<file path="config.mk">
export PLATFORM = sky130hd
export DESIGN_NAME = ccac_ctrl
export DESIGN_NICKNAME = d
export VERILOG_FILES = /design/src/ccac_pkg.sv /design/src/ccac_ctrl.sv
export SDC_FILE = /design/constraint.sdc
export NUM_CORES = 1
export LEC_CHECK = 0
export BUFFER_PORTS_ARGS = -buffer_cell sky130_fd_sc_hd__buf_2
export CAP_MARGIN = 5
export CORE_MARGIN = 3
export CORE_UTILIZATION = 57
export CTS_CLUSTER_DIAMETER = 150
export CTS_CLUSTER_SIZE = 8
export DETAILED_ROUTE_END_ITERATION = 7
export PLACE_DENSITY = 0.92
export SYNTH_ARGS = -nofsm -noshare
export SYNTH_HDL_FRONTEND = slang
export SYNTH_SLANG_ARGS = --single-unit
</file>
<file path="constraint.sdc">
create_clock -name clk_sys -period 2.85 [get_ports clk_sys]
set_input_delay 0.1425 -clock clk_sys [delete_from_list [all_inputs] [get_ports clk_sys]]
set_output_delay 0.1425 -clock clk_sys [all_outputs]
set_load 0.02 [all_outputs]
</file>
<file path="src/ccac_pkg.sv">
// Constants, types and register map for the channel assessment control block.
// Assumes a simple byte-wide register port driven by an SPI front end elsewhere.
// Overview of operation
// RULE_01: Status bit 7 shows assessment finished
// RULE_02: Status bit 6 shows idle result
// RULE_03: New request clears done and result flags
// RULE_04: Offset 0x08 holds request, mode, channel
// RULE_05: Writing request bit one starts measurement
// RULE_06: Request bit always reads back zero
// RULE_07: Request bit clears itself after acceptance
// RULE_08: Request outside receive completes without measuring
// RULE_09: Every finished request pulses completion event
// RULE_10: Mode decode: OR, energy, carrier, AND
// RULE_11: Threshold register 0x09, resets 0xC7
// RULE_12: Busy when power above base plus twice threshold
// RULE_13: Link quality from multi-symbol correlation per frame
// RULE_14: Valid link quality needs two payload octets
// RULE_15: Link quality is unsigned byte 0..255
// RULE_16: Link quality byte appended to each frame
// RULE_17: Host reads link quality after frame end
// RULE_18: Listening result within 180 us of request
package ccac_pkg;
  localparam logic [7:0] ccac_addr_status    = 8'h01;
  localparam logic [7:0] ccac_addr_control   = 8'h08;
  localparam logic [7:0] ccac_addr_threshold = 8'h09;

  localparam int ccac_bit_done    = 7;
  localparam int ccac_bit_idle    = 6;
  localparam int ccac_bit_request = 7;

  localparam logic [1:0] ccac_mode_or     = 2'h0;
  localparam logic [1:0] ccac_mode_energy = 2'h1;
  localparam logic [1:0] ccac_mode_carrier= 2'h2;
  localparam logic [1:0] ccac_mode_and    = 2'h3;

  localparam logic [1:0] ccac_rst_mode      = 2'h1;
  localparam logic [4:0] ccac_rst_channel   = 5'h0b;
  localparam logic [3:0] ccac_rst_thr_upper = 4'hc;
  localparam logic [3:0] ccac_rst_thr       = 4'h7;

  localparam int ccac_clk_mhz     = 25;
  localparam int ccac_meas_us     = 128;
  localparam int ccac_max_us      = 180;
  localparam int ccac_meas_cycles = ccac_meas_us * ccac_clk_mhz;
  localparam int ccac_max_cycles  = ccac_max_us * ccac_clk_mhz;
  localparam int ccac_min_octets  = 2;

  typedef enum logic [1:0] {
    ccac_st_idle,
    ccac_st_measure,
    ccac_st_finish
  } ccac_phase_type;

  typedef struct packed {
    logic       wr_en;
    logic [7:0] addr;
    logic [7:0] wdata;
  } ccac_reg_req_type;

  typedef struct packed {
    logic       valid;
    logic [7:0] octet;
    logic       last;
  } ccac_rx_byte_type;
endpackage : ccac_pkg

</file>
<file path="src/ccac_ctrl.sv">
// Channel assessment control, status flags and link quality append logic.
// Assumes register accesses and receive bytes arrive synchronous to clk_sys.
`timescale 1ns/1ps
module ccac_ctrl #(
  parameter int meas_cycles = ccac_pkg::ccac_meas_cycles
) (
  input  wire logic                       clk_sys,
  input  wire logic                       sys_rst,
  input  wire ccac_pkg::ccac_reg_req_type reg_req,
  output logic [7:0]                      reg_rdata,
  input  wire logic [4:0]                 radio_state,
  input  wire logic                       in_receive,
  input  wire logic                       carrier_sense,
  input  wire logic [7:0]                 rx_power,
  input  wire logic [7:0]                 power_base_level,
  input  wire logic [7:0]                 symbol_corr,
  input  wire logic                       symbol_corr_valid,
  input  wire ccac_pkg::ccac_rx_byte_type rx_in,
  output ccac_pkg::ccac_rx_byte_type      rx_out,
  output logic                            assessment_complete_event,
  output logic                            frame_end_event,
  output logic [4:0]                      channel
);
  typedef struct packed {
    ccac_pkg::ccac_phase_type phase;
    logic [12:0]              count;
    logic [12:0]              result_wait;
    logic                     assessment_done;
    logic                     channel_idle_flag;
    logic                     energy_busy;
    logic                     carrier_busy;
    logic [1:0]               assessment_mode_select;
    logic [4:0]               channel;
    logic [3:0]               thr_upper;
    logic [3:0]               energy_threshold;
    logic                     complete;
    logic [15:0]              corr_sum;
    logic [7:0]               corr_n;
    logic [7:0]               octets;
    ccac_pkg::ccac_rx_byte_type rx_out;
    logic                     lq_pending;
    logic                     frame_end;
  } ccac_state_type;

  ccac_state_type state;
  ccac_state_type next_state;
  logic           write_control;
  logic           request;
  logic [8:0]     power_limit;
  logic           energy_over;
  logic           idle_result;
  logic [7:0]     lq_value;

  assign write_control = reg_req.wr_en && reg_req.addr == ccac_pkg::ccac_addr_control;
  assign request = write_control && reg_req.wdata[ccac_pkg::ccac_bit_request]; // see RULE_05
  assign power_limit = {1'b0, power_base_level}
                     + {4'h0, state.energy_threshold, 1'b0}; // see RULE_12
  assign energy_over = {1'b0, rx_power} > power_limit; // see RULE_12
  assign lq_value = (state.corr_n == 8'h00) ? 8'h00 : state.corr_sum[15:8]; // see RULE_15

  always_comb begin
    case (state.assessment_mode_select) // see RULE_10
      ccac_pkg::ccac_mode_or:      idle_result = !(state.energy_busy || state.carrier_busy);
      ccac_pkg::ccac_mode_energy:  idle_result = !state.energy_busy;
      ccac_pkg::ccac_mode_carrier: idle_result = !state.carrier_busy;
      ccac_pkg::ccac_mode_and:     idle_result = !(state.energy_busy && state.carrier_busy);
      default:                     idle_result = 1'b0;
    endcase
  end

  always_comb begin
    next_state = state;
    next_state.complete = 1'b0;
    next_state.frame_end = 1'b0;
    next_state.rx_out.valid = 1'b0;
    next_state.rx_out.last = 1'b0;
    if (reg_req.wr_en && reg_req.addr == ccac_pkg::ccac_addr_threshold) begin // see RULE_11
      next_state.thr_upper = reg_req.wdata[7:4];
      next_state.energy_threshold = reg_req.wdata[3:0];
    end
    if (write_control) begin // see RULE_04
      next_state.assessment_mode_select = reg_req.wdata[6:5];
      next_state.channel = reg_req.wdata[4:0];
    end
    case (state.phase)
      ccac_pkg::ccac_st_idle: begin
        next_state.phase = ccac_pkg::ccac_st_idle;
      end
      ccac_pkg::ccac_st_measure: begin
        next_state.energy_busy = state.energy_busy || energy_over;
        next_state.carrier_busy = state.carrier_busy || carrier_sense;
        next_state.count = state.count + 13'h0001;
        if (state.count >= 13'(meas_cycles - 1)) begin // see RULE_18
          next_state.phase = ccac_pkg::ccac_st_finish;
        end
      end
      ccac_pkg::ccac_st_finish: begin
        next_state.assessment_done = 1'b1; // see RULE_01
        next_state.channel_idle_flag = idle_result; // see RULE_02
        next_state.complete = 1'b1; // see RULE_09
        next_state.phase = ccac_pkg::ccac_st_idle;
      end
      default: next_state.phase = ccac_pkg::ccac_st_idle;
    endcase
    if (state.phase == ccac_pkg::ccac_st_idle) begin // see RULE_18
      next_state.result_wait = 13'h0000;
    end else if (state.result_wait != 13'h1fff) begin
      next_state.result_wait = state.result_wait + 13'h0001;
    end
    if (request) begin // see RULE_07
      next_state.assessment_done = 1'b0; // see RULE_03
      next_state.channel_idle_flag = 1'b0; // see RULE_03
      next_state.energy_busy = 1'b0;
      next_state.carrier_busy = 1'b0;
      next_state.count = 13'h0000;
      next_state.result_wait = 13'h0000;
      if (in_receive) begin
        next_state.phase = ccac_pkg::ccac_st_measure;
        next_state.complete = 1'b0;
      end else begin
        next_state.phase = ccac_pkg::ccac_st_idle;
        next_state.assessment_done = 1'b1; // see RULE_08
        next_state.complete = 1'b1; // see RULE_08
      end
    end
    if (symbol_corr_valid && state.corr_n != 8'hff) begin // see RULE_13
      next_state.corr_sum = state.corr_sum - {8'h00, state.corr_sum[15:8]} + {8'h00, symbol_corr};
      next_state.corr_n = state.corr_n + 8'h01;
    end
    if (state.lq_pending) begin // see RULE_16
      next_state.lq_pending = 1'b0;
      next_state.rx_out.valid = 1'b1;
      next_state.rx_out.octet = 8'h00; // see RULE_14
      if (state.octets >= 8'(ccac_pkg::ccac_min_octets)) begin
        next_state.rx_out.octet = lq_value;
      end
      next_state.rx_out.last = 1'b1;
      next_state.frame_end = 1'b1;
      next_state.corr_sum = 16'h0000;
      next_state.corr_n = 8'h00;
      next_state.octets = 8'h00;
    end else if (rx_in.valid) begin
      next_state.rx_out.valid = 1'b1;
      next_state.rx_out.octet = rx_in.octet;
      next_state.octets = (state.octets == 8'hff) ? 8'hff : state.octets + 8'h01;
      next_state.lq_pending = rx_in.last;
    end
  end

  always_ff @(posedge clk_sys) begin
    if (sys_rst) begin
      state <= '0;
      state.phase <= ccac_pkg::ccac_st_idle;
      state.assessment_mode_select <= ccac_pkg::ccac_rst_mode;
      state.channel <= ccac_pkg::ccac_rst_channel;
      state.thr_upper <= ccac_pkg::ccac_rst_thr_upper;
      state.energy_threshold <= ccac_pkg::ccac_rst_thr;
    end else begin
      state <= next_state;
    end
  end

  always_comb begin
    case (reg_req.addr)
      ccac_pkg::ccac_addr_status:
        reg_rdata = {state.assessment_done, state.channel_idle_flag, 1'b0, radio_state};
      ccac_pkg::ccac_addr_control:
        reg_rdata = {1'b0, state.assessment_mode_select, state.channel}; // see RULE_06
      ccac_pkg::ccac_addr_threshold:
        reg_rdata = {state.thr_upper, state.energy_threshold};
      default: reg_rdata = 8'h00;
    endcase
  end

  assign assessment_complete_event = state.complete;
  assign frame_end_event = state.frame_end; // see RULE_17
  assign rx_out = state.rx_out;
  assign channel = state.channel;
endmodule : ccac_ctrl

</file>
==> impl_metrics.tcl <==
set metrics [dict create \
    ant_nets 0 \
    yosys.area_share.adder_pct 12.1 \
    synth_top_family_by_area "simple AND/OR/NAND/NOR gates" \
    clkPwrFrac_pct 17.2 \
    synth.area.top_cells "dfxtp_1, ha_1, nor2_1" \
    drt-pass1-iter-count 5 \
    synth_top_area_share_pct 32.0 \
    grt_max_degree 24 \
    pin_count 86 \
    synthSimpleGateAreaFrac_pct 20.8 \
    finalCritPeriodShare_pct 93.3 \
    synth_area_per_cell_um2 8.24 \
    min_from "reg_req[0]" \
    cp-start-kind "register" \
    cp.required_ns 3.04 \
    slew_viol_final 0 \
    pwr-share-seq_pct 28.9 \
    r2r_end "state[41]" \
    drt-total-wl_mm 11.6 \
    cts.sinks 78 \
    internal_power_mw 2.64 \
    clk_path_buf_depth 2 \
    rows 33 \
    synth_compound_area_share_pct 15.7 \
    vias_per_cell 5.74 \
    insertedDiodeCount 0 \
    worstSkewPairLatency_ns 0.35 \
    grt_pass1_vias 4325 \
    synth_area_um2 4880 \
    skew_ns 0.0135 \
    crit_fanout 4 \
    place_congestion 0.944 \
    drc 0 \
    max_slew.worst_pin.slew_ns 0.702 \
    grt.total_usage_pct 23.9 \
    worstPathArrival_ns 2.84 \
    core_region_area_um2 8260 \
    place_hpwl_mm 8.95 \
    pwr-share-comb_pct 53.9 \
    max_clock_freq_ghz 0.376 \
    synth_cell_types 57 \
    die_width_um 98.6 \
    syn-num-nets 696 \
    cts_made_buffers 9 \
    synthArstFlopShare_pct 0 \
    clk_pin_slew_ns 0.08 \
    reg2reg_slack_ns 0.19 \
    root_buffer "clkbuf_8" \
    synthCells 593 \
    nNetsFinal 766 \
    grt-ovfl-total 0 \
    ys_ff_latch 78 \
    synth_warnings 0 \
    first_iter_violations 198 \
    syn2layout_area_growth_pct 12.1 \
    port_buffers 85 \
    setup_viol 0 \
    rsz0062_at_grt "false" \
    synth_xor_area_share_pct 5.74 \
    synth_most_common_cell "dfxtp_1" \
    place_inst 756 \
    synth_edf_count 0 \
    switching_share_pct 41.9 \
    endpoint_kind "register" \
    ir_drop_mv 0.830 \
    timing.rr.start "state[29]" \
    drive_gt1_share_pct 17.5 \
    setup_tns_ns 0 \
    power.leakage_nw 2.49 \
    stdcell_count 772 \
    yosys.area.top_type "dfxtp_1" \
    dieArea_um2 9710 \
    min_path_type "in2reg" \
    postCtsSetupBuffers 0 \
    status "finished, final reports clean" \
    reg2regPathDepth 10 \
    die_height_um 98.6 \
    htreeDepth 3 \
    cellPowerDensity_nw_per_um2 830 \
    antenna_found_initial 0 \
    synth_ff_type "dfxtp_1" \
    relSlewSlack_pct 53.2 \
    vias 4429 \
    hold_violations 0 \
    hold_depth 2 \
    start_util_pct 59.1 \
    yosys-top-cells-count "dfxtp_1, nor2_1, inv_1" \
    synthMuxAreaShare_pct 4.92 \
    wire_per_inst_um 15.0 \
    cts_tree "done" \
    holdPathEnd "state[45]" \
    crit_type "reg2reg" \
    cap_violations 0 \
    fillCellCount 663 \
    seq_area_frac_synth_pct 32.0 \
    grt_pass1_wl_mm 19.1 \
    p_sw_mw 1.90 \
    period_needed_ns 2.66 \
]
[power by group through the flow]
stage          Sequential [mW]  Clock, mW  Combinational [mW]
2_1_floorplan             1.30          0                1.89
3_3_place_gp              1.33          0                2.26
3_5_place_dp              1.34          0                2.36
4_1_cts                   1.31      0.801                2.38
5_1_grt                   1.33      0.850                2.74
6_report                  1.31      0.783                2.45
[critical path, stage by stage (launching register included)]
cell	delay, ns
dfxtp_1	0.34
inv_1	0.06
fa_1	0.56
inv_1	0.06
ha_1	0.30
a211oi_1	0.30
o21ai_2	0.14
o21ai_1	0.20
a31oi_1	0.16
mux2i_1	0.21
o311ai_0	0.18
[flip-flops by register name, summed over array words and instances (netlist names)]
name and flops:
state 62, rx_out 9, channel 5, frame_end_event 1, assessment_complete_event 1
[per-layer routing]
layer / routed length (um) / GRT usage, %
met1: 4700 / 27.4
met2: 5890 / 43.6
met3: 721 / 5.24
met4: 272 / 8.51
met5: 0 / 0
[area by class of cell]
cell class / instances / area (um^2) / area share [%]
multi-input cells: 426 / 2910 / 53.1
inverters: 55 / 206 / 3.77
repair buffers: 93 / 488 / 8.91
well taps: 105 / 131 / 2.40
flip-flops and latches: 78 / 1560 / 28.5
clock buffers: 11 / 131 / 2.40
clock inverters: 4 / 48.8 / 0.891
[placed cells by master, fill, tap and decap left out, types with 5 or more instances in the layout]
cell type and n:
nor2b_1 11, nor2_1 73, inv_1 55, a31oi_1 6
dfxtp_1 78, fa_1 9, nand4_1 10, a211oi_1 5
clkbuf_8 9, nor3_1 12, xor2_1 17, ha_1 33
mux2i_1 24, a21o_1 10, nand2b_1 5, xnor2_1 15
nand3_1 24, o21ai_0 22, a211o_1 11, and3_1 8
nand2_1 42, a21oi_1 38, buf_4 7, buf_2 85
[kinds of logic (layout without fill, tap and decap cells)]
| family | Yosys count | after routing |
|---|---|---|
| xor gates and xnor gates | 32 | 32 |
| DFF | 78 | 78 |
| adders and majority gates | 42 | 42 |
| muxes | 24 | 24 |
| and+or+nand+nor | 210 | 210 |
| AOI/OAI and AO/OA | 118 | 118 |
| buffers and inverters | 89 | 163 |
[metrics by stage]
| stage | util [%] | setup slack, ns | instance area (um^2) | power [mW] | hold slack, ns |
|---|---|---|---|---|---|
| 5_1_grt | 66.3 | 0.00493 | 5470 | 4.92 | 0.0103 |
| 2_1_floorplan | - | 0.387 | 4880 | 3.19 | 0.226 |
| 3_3_place_gp | 63.8 | 0.250 | 5270 | 3.59 | 0.364 |
| 6_report | 66.3 | 0.191 | 5470 | 4.54 | 0.0173 |
| 3_5_place_dp | 63.8 | 0.150 | 5270 | 3.69 | 0.363 |
| 4_1_cts | 66.2 | 0.134 | 5460 | 4.50 | 0.00621 |
[repair_timing]
| action | CTS | global route |
|---|---|---|
| hold endpoints to repair | 1 | 0 |
| hold buffers | 1 | 0 |
| endpoints found under the setup margin | 0 | 3 |
| gates resized for setup | 0 | 6 |
[worst max-delay path by stage]
| stage | slack, ns | from | to | depth (start not counted) |
|---|---|---|---|---|
| floorplan | 0.39 | state[29] | state[40] | 9 |
| global placement | 0.25 | state[37] | state[40] | 8 |
| detailed placement | 0.15 | state[37] | state[40] | 8 |
| CTS | 0.13 | state[31] | state[41] | 10 |
| global route | 0.005 | state[29] | state[41] | 10 |
| finish | 0.19 | state[29] | state[41] | 10 |
Note: power is estimated with default switching activity, not from simulation.
